**src/shared/osd_pkg.sv**
```systemverilog
// Package of offsets, fields, codes and counts for the oscillator select and CPU slowdown block
package osd_pkg;

    // Register byte addresses on the AXI4-Lite bus
    localparam logic [31:0] OFF_OSC_REQUEST = 32'h0000_0000;
    localparam logic [31:0] OFF_OSC_CURRENT = 32'h0000_0004;
    localparam logic [31:0] OFF_SW_STATUS   = 32'h0000_0008;
    localparam logic [31:0] OFF_SLOWDOWN    = 32'h0000_000C;
    localparam logic [31:0] OFF_IRQ_STATUS  = 32'h0000_0010;
    localparam logic [31:0] OFF_IRQ_MASK    = 32'h0000_0014;
    localparam logic [31:0] OFF_OSC_CONFIG  = 32'h0030_0000;

    // Oscillator configuration byte fields
    localparam int          CFG_RESET_OSC_SELECT_LSB  = 4;
    localparam int          CFG_EXTMODE_LSB = 0;
    localparam logic [7:0]  CFG_UNIMP_ONES  = 8'h88;

    // Oscillator selection codes
    localparam logic [2:0]  OSC_EXT         = 3'h7;
    localparam logic [2:0]  OSC_FAST_4M     = 3'h6;
    localparam logic [2:0]  OSC_SLOW        = 3'h5;
    localparam logic [2:0]  OSC_SECONDARY   = 3'h4;
    localparam logic [2:0]  OSC_EXT_PLL     = 3'h2;
    localparam logic [2:0]  OSC_FAST_64M    = 3'h0;
    localparam logic [2:0]  OSC_RESET_ALT   = 3'h6;

    // External oscillator mode codes
    localparam logic [2:0]  EXT_EC_HIGH     = 3'h7;
    localparam logic [2:0]  EXT_EC_MED      = 3'h6;
    localparam logic [2:0]  EXT_EC_LOW      = 3'h5;
    localparam logic [2:0]  EXT_OFF         = 3'h4;
    localparam logic [2:0]  EXT_HS_XTAL     = 3'h2;
    localparam logic [2:0]  EXT_XT_XTAL     = 3'h1;
    localparam logic [2:0]  EXT_LP_XTAL     = 3'h0;

    // Drive power levels
    localparam logic [1:0]  PWR_LVL_LOW     = 2'h0;
    localparam logic [1:0]  PWR_LVL_MED     = 2'h1;
    localparam logic [1:0]  PWR_LVL_HIGH    = 2'h2;

    // Clock switch status fields
    localparam int          SW_HOLD_BIT     = 7;
    localparam int          SW_SECPWR_BIT   = 6;
    localparam int          SW_SWITCHED_BIT = 4;
    localparam int          SW_NEWRDY_BIT   = 3;

    // CPU slowdown control fields
    localparam int          SD_IDLE_BIT     = 7;
    localparam int          SD_DOZE_EN_BIT  = 6;
    localparam int          SD_ROI_BIT      = 5;
    localparam int          SD_DOR_BIT      = 4;
    localparam int          SD_RATIO_LSB    = 0;
    localparam logic [7:0]  SD_RESET        = 8'h00;

    // Interrupt status and mask fields
    localparam int          IRQ_W           = 2;
    localparam int          IRQ_SWITCH_DONE = 0;
    localparam int          IRQ_NEW_READY   = 1;

    // Timing: one instruction cycle is four system clocks
    localparam int          SYS_CLK_MHZ     = 100;
    localparam logic [3:0]  INSTR_LOG2      = 4'h2;

    // Bus responses
    localparam logic [1:0]  RESP_OKAY       = 2'h0;
    localparam logic [1:0]  RESP_SLVERR     = 2'h2;

    // Power state of the clock tree
    typedef enum logic [1:0] {PWR_RUN, PWR_IDLE, PWR_SLEEP} osd_pwr_t;

endpackage

```
**src/design/osd_pulse_div.sv**
```systemverilog
// Power-of-two enable divider producing a one-cycle pulse per wrap
`timescale 1ns/100ps
`default_nettype none

module osd_pulse_div (
    input  wire logic       aclk,
    input  wire logic       aresetn,
    input  wire logic       tick_in,
    input  wire logic       clr,
    input  wire logic [3:0] log2_ratio,
    output logic            pulse
);

    typedef struct packed {
        logic [7:0] count;
    } osd_div_state_t;

    osd_div_state_t s;
    osd_div_state_t s_next;
    logic [7:0]     wrap_at;

    // Terminal count and wrap pulse
    always_comb begin
        wrap_at = 8'((16'h0001 << log2_ratio) - 16'h0001);
        pulse   = tick_in && !clr && (s.count == wrap_at);
        s_next  = s;
        if (!aresetn || clr) begin
            s_next.count = 8'h00;
        end else if (tick_in) begin
            s_next.count = (s.count == wrap_at) ? 8'h00 : s.count + 8'h01;
        end
    end

    // State register
    always_ff @(posedge aclk) begin
        s <= s_next;
    end

endmodule

`default_nettype wire

```
**src/design/osd_top.sv**
```systemverilog
// Oscillator selection, clock switch status and CPU slowdown control with AXI4-Lite registers
//
// The AXI4-Lite interface to the registers was decided locally.
`timescale 1ns/100ps
`default_nettype none

module osd_top (
    input  wire logic        aclk,
    input  wire logic        aresetn,
    input  wire logic [31:0] s_axi_awaddr,
    input  wire logic        s_axi_awvalid,
    output logic             s_axi_awready,
    input  wire logic [31:0] s_axi_wdata,
    input  wire logic [3:0]  s_axi_wstrb,
    input  wire logic        s_axi_wvalid,
    output logic             s_axi_wready,
    output logic [1:0]       s_axi_bresp,
    output logic             s_axi_bvalid,
    input  wire logic        s_axi_bready,
    input  wire logic [31:0] s_axi_araddr,
    input  wire logic        s_axi_arvalid,
    output logic             s_axi_arready,
    output logic [31:0]      s_axi_rdata,
    output logic [1:0]       s_axi_rresp,
    output logic             s_axi_rvalid,
    input  wire logic        s_axi_rready,
    input  wire logic [7:0]  nv_config,
    input  wire logic [7:0]  osc_ready_async,
    input  wire logic        irq_entry,
    input  wire logic        irq_return_instr,
    input  wire logic        in_circuit_debugger,
    input  wire logic        sleep_exec,
    input  wire logic        wake_event,
    output logic [2:0]       current_osc_select,
    output logic [2:0]       ext_osc_mode,
    output logic             ext_osc_enable,
    output logic             crystal_drive_enable,
    output logic [1:0]       drive_power_level,
    output logic             pll_enable,
    output logic             fast_osc_freq_select,
    output logic             clock_divider,
    output logic             secondary_power_level,
    output logic             cpu_instr_en,
    output logic             periph_instr_en,
    output logic             cpu_clk_run,
    output logic             periph_clk_run,
    output logic             irq
);

    typedef struct packed {
        logic [7:0]             cfg;
        logic [2:0]             cur;
        logic [2:0]             req;
        logic                   fast64;
        logic                   div4;
        logic                   hold;
        logic                   sec_pwr;
        logic                   new_rdy;
        logic [7:0]             rdy_s1;
        logic [7:0]             rdy_s2;
        logic                   idle;
        logic                   doze_en;
        logic                   recover_on_irq;
        logic                   dor;
        logic [2:0]             ratio;
        osd_pkg::osd_pwr_t      pwr;
        logic [1:0]             irq_status;
        logic [1:0]             irq_mask;
        logic                   aw_got;
        logic [31:0]            awaddr;
        logic                   w_got;
        logic [7:0]             wdata;
        logic                   wstrb0;
        logic                   awready;
        logic                   wready;
        logic                   bvalid;
        logic [1:0]             bresp;
        logic                   arready;
        logic                   rvalid;
        logic [31:0]            rdata;
        logic [1:0]             rresp;
        logic                   ext_en;
        logic                   xtal;
        logic [1:0]             pwr_lvl;
        logic                   pll_en;
        logic                   cpu_en;
        logic                   periph_en;
        logic                   cpu_run;
        logic                   periph_run;
        logic                   irq;
    } osd_top_state_t;

    osd_top_state_t s;
    osd_top_state_t s_next;
    logic           instr_tick;
    logic           doze_tick;
    logic           doze_active;
    logic [3:0]     doze_log2;

    // Debug overrides the slowdown without altering the stored enable
    assign doze_active = s.doze_en && !in_circuit_debugger;
    assign doze_log2   = {1'b0, s.ratio} + 4'h1;

    // Peripheral instruction cycle: one pulse every four system clocks
    osd_pulse_div u_instr_div (
        .aclk       (aclk),
        .aresetn    (aresetn),
        .tick_in    (1'b1),
        .clr        (1'b0),
        .log2_ratio (osd_pkg::INSTR_LOG2),
        .pulse      (instr_tick)
    );

    // CPU instruction cycle while slowed: one per 2^(ratio+1) peripheral cycles
    osd_pulse_div u_doze_div (
        .aclk       (aclk),
        .aresetn    (aresetn),
        .tick_in    (instr_tick),
        .clr        (!doze_active),
        .log2_ratio (doze_log2),
        .pulse      (doze_tick)
    );

    // Register read mux: {hit, data}
    function automatic logic [32:0] read_word(input osd_top_state_t st, input logic [31:0] a);
        logic [32:0] r;
        r = {1'b1, 32'h0000_0000};
        case (a)
            osd_pkg::OFF_OSC_CONFIG:  r[7:0] = st.cfg | osd_pkg::CFG_UNIMP_ONES;
            osd_pkg::OFF_OSC_REQUEST: r[2:0] = st.req;
            osd_pkg::OFF_OSC_CURRENT: r[2:0] = st.cur;
            osd_pkg::OFF_SW_STATUS: begin
                r[osd_pkg::SW_HOLD_BIT]     = st.hold;
                r[osd_pkg::SW_SECPWR_BIT]   = st.sec_pwr;
                r[osd_pkg::SW_SWITCHED_BIT] = (st.cur == st.req);
                r[osd_pkg::SW_NEWRDY_BIT]   = st.new_rdy;
            end
            osd_pkg::OFF_SLOWDOWN: begin
                r[osd_pkg::SD_IDLE_BIT]               = st.idle;
                r[osd_pkg::SD_DOZE_EN_BIT]            = st.doze_en;
                r[osd_pkg::SD_ROI_BIT]                = st.recover_on_irq;
                r[osd_pkg::SD_DOR_BIT]                = st.dor;
                r[osd_pkg::SD_RATIO_LSB +: 3]         = st.ratio;
            end
            osd_pkg::OFF_IRQ_STATUS:  r[1:0] = st.irq_status;
            osd_pkg::OFF_IRQ_MASK:    r[1:0] = st.irq_mask;
            default:                  r      = {1'b0, 32'h0000_0000};
        endcase
        return r;
    endfunction

    // Next-state logic for the whole block
    always_comb begin
        logic [2:0]  rst_code;
        logic [2:0]  mode;
        logic [32:0] rd;
        logic        pending;
        logic        switch_go;
        rst_code  = nv_config[osd_pkg::CFG_RESET_OSC_SELECT_LSB +: 3];
        mode      = 3'h0;
        rd        = 33'h0_0000_0000;
        pending   = (s.req != s.cur);
        switch_go = 1'b0;
        s_next    = s;

        // Oscillator ready pins pass two flip-flops
        s_next.rdy_s1 = osc_ready_async;
        s_next.rdy_s2 = s.rdy_s1;

        // Bus write channel capture
        if (s_axi_awvalid && s.awready) begin
            s_next.aw_got = 1'b1;
            s_next.awaddr = s_axi_awaddr;
        end
        if (s_axi_wvalid && s.wready) begin
            s_next.w_got  = 1'b1;
            s_next.wdata  = s_axi_wdata[7:0];
            s_next.wstrb0 = s_axi_wstrb[0];
        end
        if (s.bvalid && s_axi_bready) begin
            s_next.bvalid = 1'b0;
        end

        // Register write once address and data are both held
        if (s.aw_got && s.w_got && !s.bvalid) begin
            s_next.aw_got = 1'b0;
            s_next.w_got  = 1'b0;
            s_next.bvalid = 1'b1;
            rd            = read_word(s, s.awaddr);
            s_next.bresp  = rd[32] ? osd_pkg::RESP_OKAY : osd_pkg::RESP_SLVERR;
            if (s.wstrb0) begin
                case (s.awaddr)
                    osd_pkg::OFF_OSC_REQUEST: s_next.req = s.wdata[2:0];
                    osd_pkg::OFF_SW_STATUS: begin
                        s_next.hold    = s.wdata[osd_pkg::SW_HOLD_BIT];
                        s_next.sec_pwr = s.wdata[osd_pkg::SW_SECPWR_BIT];
                    end
                    osd_pkg::OFF_SLOWDOWN: begin
                        s_next.idle    = s.wdata[osd_pkg::SD_IDLE_BIT];
                        s_next.doze_en = s.wdata[osd_pkg::SD_DOZE_EN_BIT];
                        s_next.recover_on_irq     = s.wdata[osd_pkg::SD_ROI_BIT];
                        s_next.dor     = s.wdata[osd_pkg::SD_DOR_BIT];
                        s_next.ratio   = s.wdata[osd_pkg::SD_RATIO_LSB +: 3];
                    end
                    osd_pkg::OFF_IRQ_STATUS: s_next.irq_status = s.irq_status & ~s.wdata[1:0];
                    osd_pkg::OFF_IRQ_MASK:   s_next.irq_mask   = s.wdata[1:0];
                    default: ;
                endcase
            end
        end

        // Bus read: one outstanding, data captured at address acceptance
        if (s.rvalid && s_axi_rready) begin
            s_next.rvalid = 1'b0;
        end
        if (s_axi_arvalid && s.arready) begin
            rd            = read_word(s, s_axi_araddr);
            s_next.rvalid = 1'b1;
            s_next.rdata  = rd[31:0];
            s_next.rresp  = rd[32] ? osd_pkg::RESP_OKAY : osd_pkg::RESP_SLVERR;
        end
        s_next.awready = !s_next.aw_got && !s_next.bvalid;
        s_next.wready  = !s_next.w_got && !s_next.bvalid;
        s_next.arready = !s_next.rvalid;

        // Clock switch: flag follows the new oscillator, switch lands next instruction cycle
        s_next.new_rdy = pending && s.rdy_s2[s.req];
        switch_go      = pending && s.new_rdy && !s.hold && instr_tick;
        if (switch_go) begin
            s_next.cur     = s.req;
            s_next.new_rdy = 1'b0;
            s_next.irq_status[osd_pkg::IRQ_SWITCH_DONE] = 1'b1;
        end
        if (s_next.new_rdy && !s.new_rdy) begin
            s_next.irq_status[osd_pkg::IRQ_NEW_READY] = 1'b1;
        end

        // Interrupt entry and return steer the slowdown enable
        if (irq_entry && s.recover_on_irq) begin
            s_next.doze_en = 1'b0;
        end else if (irq_return_instr && s.dor) begin
            s_next.doze_en = 1'b1;
        end

        // Sleep and idle states of the clock tree
        unique case (s.pwr)
            osd_pkg::PWR_RUN: begin
                if (sleep_exec) begin
                    s_next.pwr = s.idle ? osd_pkg::PWR_IDLE : osd_pkg::PWR_SLEEP;
                end
            end
            osd_pkg::PWR_IDLE, osd_pkg::PWR_SLEEP: begin
                if (wake_event) begin
                    s_next.pwr = osd_pkg::PWR_RUN;
                end
            end
            default: s_next.pwr = osd_pkg::PWR_RUN;
        endcase
        s_next.cpu_run    = (s_next.pwr == osd_pkg::PWR_RUN);
        s_next.periph_run = (s_next.pwr != osd_pkg::PWR_SLEEP);

        // Synchronous reset loads the selection from the config byte
        if (!aresetn) begin
            s_next            = '0;
            s_next.cfg        = nv_config;
            s_next.cur        = (rst_code == osd_pkg::OSC_FAST_64M) ? osd_pkg::OSC_RESET_ALT
                                                                     : rst_code;
            s_next.req        = s_next.cur;
            s_next.fast64     = (rst_code == osd_pkg::OSC_FAST_64M);
            s_next.div4       = (rst_code != osd_pkg::OSC_FAST_64M);
            s_next.pwr        = osd_pkg::PWR_RUN;
            s_next.cpu_run    = 1'b1;
            s_next.periph_run = 1'b1;
            s_next.awready    = 1'b1;
            s_next.wready     = 1'b1;
            s_next.arready    = 1'b1;
            {s_next.idle, s_next.doze_en, s_next.recover_on_irq, s_next.dor} = osd_pkg::SD_RESET[7:4];
            s_next.ratio      = osd_pkg::SD_RESET[2:0];
        end

        // External oscillator decode, used while an external source is selected or requested
        mode          = s_next.cfg[osd_pkg::CFG_EXTMODE_LSB +: 3];
        s_next.pll_en = (s_next.cur == osd_pkg::OSC_EXT_PLL);
        s_next.ext_en = (s_next.cur == osd_pkg::OSC_EXT) || s_next.pll_en
                        || (s_next.req == osd_pkg::OSC_EXT) || (s_next.req == osd_pkg::OSC_EXT_PLL);
        s_next.xtal   = 1'b0;
        s_next.pwr_lvl = osd_pkg::PWR_LVL_LOW;
        unique case (mode)
            osd_pkg::EXT_EC_HIGH: s_next.pwr_lvl = osd_pkg::PWR_LVL_HIGH;
            osd_pkg::EXT_EC_MED:  s_next.pwr_lvl = osd_pkg::PWR_LVL_MED;
            osd_pkg::EXT_EC_LOW:  s_next.pwr_lvl = osd_pkg::PWR_LVL_LOW;
            osd_pkg::EXT_HS_XTAL: begin
                s_next.xtal    = 1'b1;
                s_next.pwr_lvl = osd_pkg::PWR_LVL_HIGH;
            end
            osd_pkg::EXT_XT_XTAL: begin
                s_next.xtal    = 1'b1;
                s_next.pwr_lvl = osd_pkg::PWR_LVL_MED;
            end
            osd_pkg::EXT_LP_XTAL: begin
                s_next.xtal    = 1'b1;
                s_next.pwr_lvl = osd_pkg::PWR_LVL_LOW;
            end
            default: s_next.ext_en = 1'b0;
        endcase
        s_next.xtal = s_next.xtal && s_next.ext_en;

        // Instruction enables and the interrupt line
        s_next.periph_en = aresetn && s_next.periph_run && instr_tick;
        s_next.cpu_en    = aresetn && s_next.cpu_run
                           && (doze_active ? doze_tick : instr_tick);
        s_next.irq       = |(s_next.irq_status & s_next.irq_mask);
    end

    // State register
    always_ff @(posedge aclk) begin
        s <= s_next;
    end

    // Outputs straight from the state register
    assign s_axi_awready         = s.awready;
    assign s_axi_wready          = s.wready;
    assign s_axi_bvalid          = s.bvalid;
    assign s_axi_bresp           = s.bresp;
    assign s_axi_arready         = s.arready;
    assign s_axi_rvalid          = s.rvalid;
    assign s_axi_rdata           = s.rdata;
    assign s_axi_rresp           = s.rresp;
    assign current_osc_select    = s.cur;
    assign ext_osc_mode          = s.cfg[osd_pkg::CFG_EXTMODE_LSB +: 3];
    assign ext_osc_enable        = s.ext_en;
    assign crystal_drive_enable  = s.xtal;
    assign drive_power_level     = s.pwr_lvl;
    assign pll_enable            = s.pll_en;
    assign fast_osc_freq_select  = s.fast64;
    assign clock_divider         = s.div4;
    assign secondary_power_level = s.sec_pwr;
    assign cpu_instr_en          = s.cpu_en;
    assign periph_instr_en       = s.periph_en;
    assign cpu_clk_run           = s.cpu_run;
    assign periph_clk_run        = s.periph_run;
    assign irq                   = s.irq;

endmodule

`default_nettype wire

```
**config.mk**
```make
export PLATFORM = sky130hd
export DESIGN_NAME = osd_top
export DESIGN_NICKNAME = d
export VERILOG_FILES = /design/src/shared/osd_pkg.sv /design/src/design/osd_pulse_div.sv /design/src/design/osd_top.sv
export SDC_FILE = /design/constraint.sdc
export NUM_CORES = 1
export LEC_CHECK = 0
export ABC_CLOCK_PERIOD_IN_PS = 2300
export BUFFER_PORTS_ARGS = -buffer_cell sky130_fd_sc_hd__buf_4
export CAP_MARGIN = 15
export CELL_PAD_IN_SITES_DETAIL_PLACEMENT = 0
export CELL_PAD_IN_SITES_GLOBAL_PLACEMENT = 1
export CORE_ASPECT_RATIO = 1.75
export CORE_UTILIZATION = 37
export DETAILED_ROUTE_END_ITERATION = 6
export PLACE_DENSITY_LB_ADDON = 0.1
export SLEW_MARGIN = 20
export SYNTH_ARGS = -nofsm -noshare
export SYNTH_HDL_FRONTEND = slang
export SYNTH_SLANG_ARGS = --single-unit
```
**constraint.sdc**
```tcl
create_clock -name aclk -period 2.3 [get_ports aclk]
set_input_delay 0.46 -clock aclk [delete_from_list [all_inputs] [get_ports aclk]]
set_output_delay 0.46 -clock aclk [all_outputs]
set_load 0.02 [all_outputs]
```
==> results.md <==
Hold path:
- The worst hold path belongs to the class primary input to flop.
- The worst hold path was traced through 2 stages.
- The worst hold path begins at osc_ready_async[2].
- For hold timing, the worst endpoint is s[117].

Status:
- The flow ran to the end, and the final reports show no timing, DRC or antenna violations.

Logic synthesis:
- Counting flops and latches in the post-synthesis netlist gives 129.
- The cell type with the highest aggregate area in the netlist is sky130_fd_sc_hd__dfxtp_1.
- Of the synthesized area, sequential elements account for 0.4566.
- The async set or reset register ratio after synthesis is 0.
- The top flip-flop cell by instance count after synthesis is sky130_fd_sc_hd__dfxtp_1.
- Averaged over all synthesized cells, the footprint is 8.762 um^2.
- The cell count after synthesis is 658.
- Yosys mapped a number of flops with a built-in enable equal to 5.
- The proportion of netlist area held by the largest area contributor is 0.4306.
- After synthesis, the netlist uses 59 different library cells.
- In the post-synthesis netlist, the biggest area contributors are sky130_fd_sc_hd__dfxtp_1 (43%), sky130_fd_sc_hd__nand2_1 (7.0%), sky130_fd_sc_hd__buf_4 (5.7%), sky130_fd_sc_hd__a21oi_1 (5.1%), sky130_fd_sc_hd__nor2_1 (3.4%).
- Summing every instance area after synthesis gives 5766 um^2.
- For this run, the number of Yosys warnings is 0.

Worst setup path:
- STA classifies the critical path endpoint as a flop.
- The internal reg-to-reg setup slack is 190 ps.
- The endpoint identified for the worst register-to-register timing path is ext_osc_enable.
- The highest net fanout along the worst path is 4.
- The critical register-to-register path startpoint is u_instr_div.s[0].
- On the worst path, the slowest cell contributes a delay of 550 ps.
- The sort of element at the start of the critical path is a flop.
- Data on the critical path arrives at its endpoint at 2450 ps.
- The signal on the critical path passes through ha_1 -> or3b_2 -> o31ai_2 -> a31oi_1 -> xnor2_1 -> nand3_1 -> o21ai_1.
- The combined buffer and inverter count along the critical path is 0.
- Measured in cells, the most critical reg-to-reg path has a length of 7.
- The critical path is of the flop to flop type.
- The cell family contributing the most delay on the critical path is simple AND/OR/NAND/NOR gates.
- The required time of the worst setup path is 2640 ps.
- The critical-path cell with the highest stage delay is sky130_fd_sc_hd__or3b_2.

Power and ir drop:
- The leakage power total is 3.151 nW.
- The power per cell area is 805.9 nW/um^2.
- The largest voltage drop on the vdd net is 383.4 uV.

Final layout:
- Once layout is complete, the utilization of the core stands at 0.4843.
- The antenna diode count is 0.
- The fill cell total of the finished layout is 1,554.
- The total non-filler cell area in the finished layout is 7417 um^2.
- The finished layout holds 981 standard cells, fillers aside.
- Registers take 2633 um^2.
- The share of layout cells above drive strength 1 is 0.2679.
- Relative to the synthesized area, the layout overhead comes to 28.65%.
- The multi-input logic area is 2709 um^2.
- In the final design database the tool counted 916 nets.

STA:
- In this run the tightest slew margin relative to its limit is 0.6445.
- In the post-route analysis, the smallest setup slack over all paths is 188.5 ps.
- The max-slew violation total from the final report is 0.
- The setup violation total in the final timing report is 0.
- The actual transition at the worst max-transition pin is 533.3 ps.
- For the final routed database, the setup TNS stands at 0 ps.
- Across the routed clock network, the largest skew measured is 10.71 ps.
- Setup repair after global routing left no endpoint under its margin.
- The worst path in the final design needs a cycle of 2111 ps, including I/O delays and setup.
- The final period utilization is 0.9180.
- Derived from the worst setup path, the maximum achievable clock frequency is 473.6 MHz.
- The number of hold violations in the final report came to 0.

Drt:
- The violation count after the first detailed-routing iteration is 150.
- After detailed routing, the number of remaining DRC violations is 0.
- The routed length per placed instance is 14.96 um.
- The total via count in the routed design is 4,793.
- Dividing the detail-routed via count by the number of cells gives 4.886.
- The first TritonRoute pass finished after 5 iterations.
- Summed over all layers, the routed wires come to 14,680 um.
- In this run the remaining antenna-violating nets after routing total 0.

Placement:
- At the end of routability-driven placement, the weighted congestion stood at 0.7644.
- The count of input and output buffers is 131.
- The worst slack at placement is 99.49 ps.
- The wire-length estimate of the detail-placed layout is 11,290 um.
- In this run the cell area measured after placement is 6815 um^2.
- In this run, placement finished with an instance count of 950.

Floorplan:
- The floorplan step defined a die boundary enclosing 16,110 um^2.
- The height of the chip is 167.1 um.
- For this configuration, the core starts out at a cell density of 0.3765.
- The area of the core is 15,310 um^2.
- In this run the count of I/O pins placed on the die edge is 188.
- The width of the chip is 96.36 um.
- The number of rows created at floorplan is 60.

Clocking:
- The number of cells upsized or downsized after cts is 0.
- After clock tree synthesis, the setup repair step added 0 buffers.
- Counting every sink on the clock net gives 129.
- At the later pin of the worst-skew pair, clock insertion delay measures 410 ps.
- The number of buffers created by CTS is 17.
- The maximum count of clock buffers along a single path is 2.
- The H-tree generated during clock tree synthesis spans 4 levels.
- The number of buffers added to fix hold violations after cts is 0.
- Clock-pin slew was measured on the worst setup and hold paths at 60 ps.
- The cell sitting at the root of the clock tree is a sky130_fd_sc_hd__clkbuf_16.
- TritonCTS built the clock tree.

GRT:
- The total congestion overflow is 0.
- Entering global routing, the biggest net connects 52 pins.
- The via count of the first global-routing pass is 4,702.
- The wire length of the first global-routing pass is 23,210 um.
- Across every metal layer, demand over resource in global routing totals 0.1903.
- The initial antenna violation count is 0.

Flow run:
- Across the run, the number of max-cap violations was 0.
cell families (layout without fill, tap and decap cells):
logic type / count (synthesis) / count (layout) / share of synthesized area
mux: 23 / 23 / 0.04601
compound gates: 111 / 111 / 0.1172
other cells: 2 / 27 / 0.001303
flops: 129 / 129 / 0.4566
buf+inv: 92 / 204 / 0.08984
fa+ha+maj: 5 / 5 / 0.01085
simple gates: 274 / 274 / 0.2448
xor+xnor: 22 / 22 / 0.03342
per-layer routing:
layer / global-route usage / share of wire / vias to the layer above
met5: 0 / 0 / -
met4: 0.06202 / 0.018 / 0
met3: 0.04632 / 0.038 / 19
met2: 0.3629 / 0.57 / 99
met1: 0.1947 / 0.37 / 2232
li1: - / - / 2443
power breakdown:
group	internal (mW)	switching (mW)	leakage, nW
logic	0.346	0.417	1.80
clock network	1.74	0.993	0.288
registers	2.39	0.0966	1.07
placed cells by master (no fill, tap or decap), types with 7 or more instances in the layout:
| master | count |
|---|---|
| sky130_fd_sc_hd__dfxtp_1 | 124 |
| sky130_fd_sc_hd__a31oi_1 | 7 |
| sky130_fd_sc_hd__conb_1 | 27 |
| sky130_fd_sc_hd__nand3_1 | 13 |
| sky130_fd_sc_hd__clkbuf_16 | 17 |
| sky130_fd_sc_hd__buf_4 | 149 |
| sky130_fd_sc_hd__o21ai_0 | 14 |
| sky130_fd_sc_hd__a21oi_1 | 59 |
| sky130_fd_sc_hd__mux2i_1 | 13 |
| sky130_fd_sc_hd__mux2_2 | 8 |
| sky130_fd_sc_hd__xnor2_1 | 13 |
| sky130_fd_sc_hd__inv_1 | 21 |
| sky130_fd_sc_hd__nor3_1 | 11 |
| sky130_fd_sc_hd__nand2_1 | 108 |
| sky130_fd_sc_hd__nor4_1 | 10 |
| sky130_fd_sc_hd__xor2_1 | 9 |
| sky130_fd_sc_hd__nor2_1 | 52 |
| sky130_fd_sc_hd__and2_1 | 24 |
| sky130_fd_sc_hd__nand4_1 | 11 |
| sky130_fd_sc_hd__nor2b_1 | 8 |
cell type report:
type,instances,share of cell area
clock buffers,20,0.06022
clock inverters,11,0.02092
inverters,22,0.01113
multi-input cells,462,0.3652
flip-flops and latches,129,0.3549
well taps,186,0.03138
repair buffers,151,0.1562
synth_stat cells, types with 4 or more instances:
cell type and instances:
sky130_fd_sc_hd__a22oi_1 4, sky130_fd_sc_hd__nor4_2 5, sky130_fd_sc_hd__xnor2_1 13, sky130_fd_sc_hd__buf_4 44, sky130_fd_sc_hd__a21oi_1 59, sky130_fd_sc_hd__nand2_1 108
sky130_fd_sc_hd__and3_1 5, sky130_fd_sc_hd__o21ai_0 14, sky130_fd_sc_hd__edfxtp_1 5, sky130_fd_sc_hd__o31ai_1 4, sky130_fd_sc_hd__buf_2 6, sky130_fd_sc_hd__nor4_1 10
sky130_fd_sc_hd__ha_1 5, sky130_fd_sc_hd__mux2_2 8, sky130_fd_sc_hd__a32oi_1 4, sky130_fd_sc_hd__nor2b_1 8, sky130_fd_sc_hd__nand4_1 11, sky130_fd_sc_hd__xor2_1 9
sky130_fd_sc_hd__nor2_1 52, sky130_fd_sc_hd__mux2i_1 13, sky130_fd_sc_hd__inv_1 21, sky130_fd_sc_hd__clkbuf_1 18, sky130_fd_sc_hd__and2_1 24, sky130_fd_sc_hd__nand3_1 13
sky130_fd_sc_hd__dfxtp_1 124, sky130_fd_sc_hd__a31oi_1 7, sky130_fd_sc_hd__nor3_1 11
worst max-delay path by stage:
| stage | depth (start not counted) | from | endpoint | slack (ps) |
|---|---|---|---|---|
| floorplan | 8 | s[101] | u_doze_div.s[2] | 240 |
| global placement | 7 | s_axi_araddr[17] | s_axi_rdata[5] | 130 |
| detailed placement | 7 | s_axi_araddr[17] | s_axi_rdata[0] | 100 |
| CTS | 7 | u_instr_div.s[0] | ext_osc_enable | 190 |
| global route | 7 | u_instr_div.s[0] | ext_osc_enable | 50 |
| finish | 7 | u_instr_div.s[0] | ext_osc_enable | 190 |
through the flow:
step / power [mW] / hold WS (ps)
global placement: 3.292 / 422.2
global route: 6.231 / 243.3
floorplan: 3.017 / 411.9
finish: 5.978 / 252.9
detailed placement: 3.308 / 424.8
CTS: 6.053 / 241.3
state kept, by name, summed over array words and instances, names as in the netlist, 2 cells and up:
name                flops
drive_power_level       2
u_instr_div.s           8
s_axi_rdata             8
u_doze_div.s            8
current_osc_select      3
ext_osc_mode            3
s                      79
Note: power is estimated with default switching activity, not from simulation.
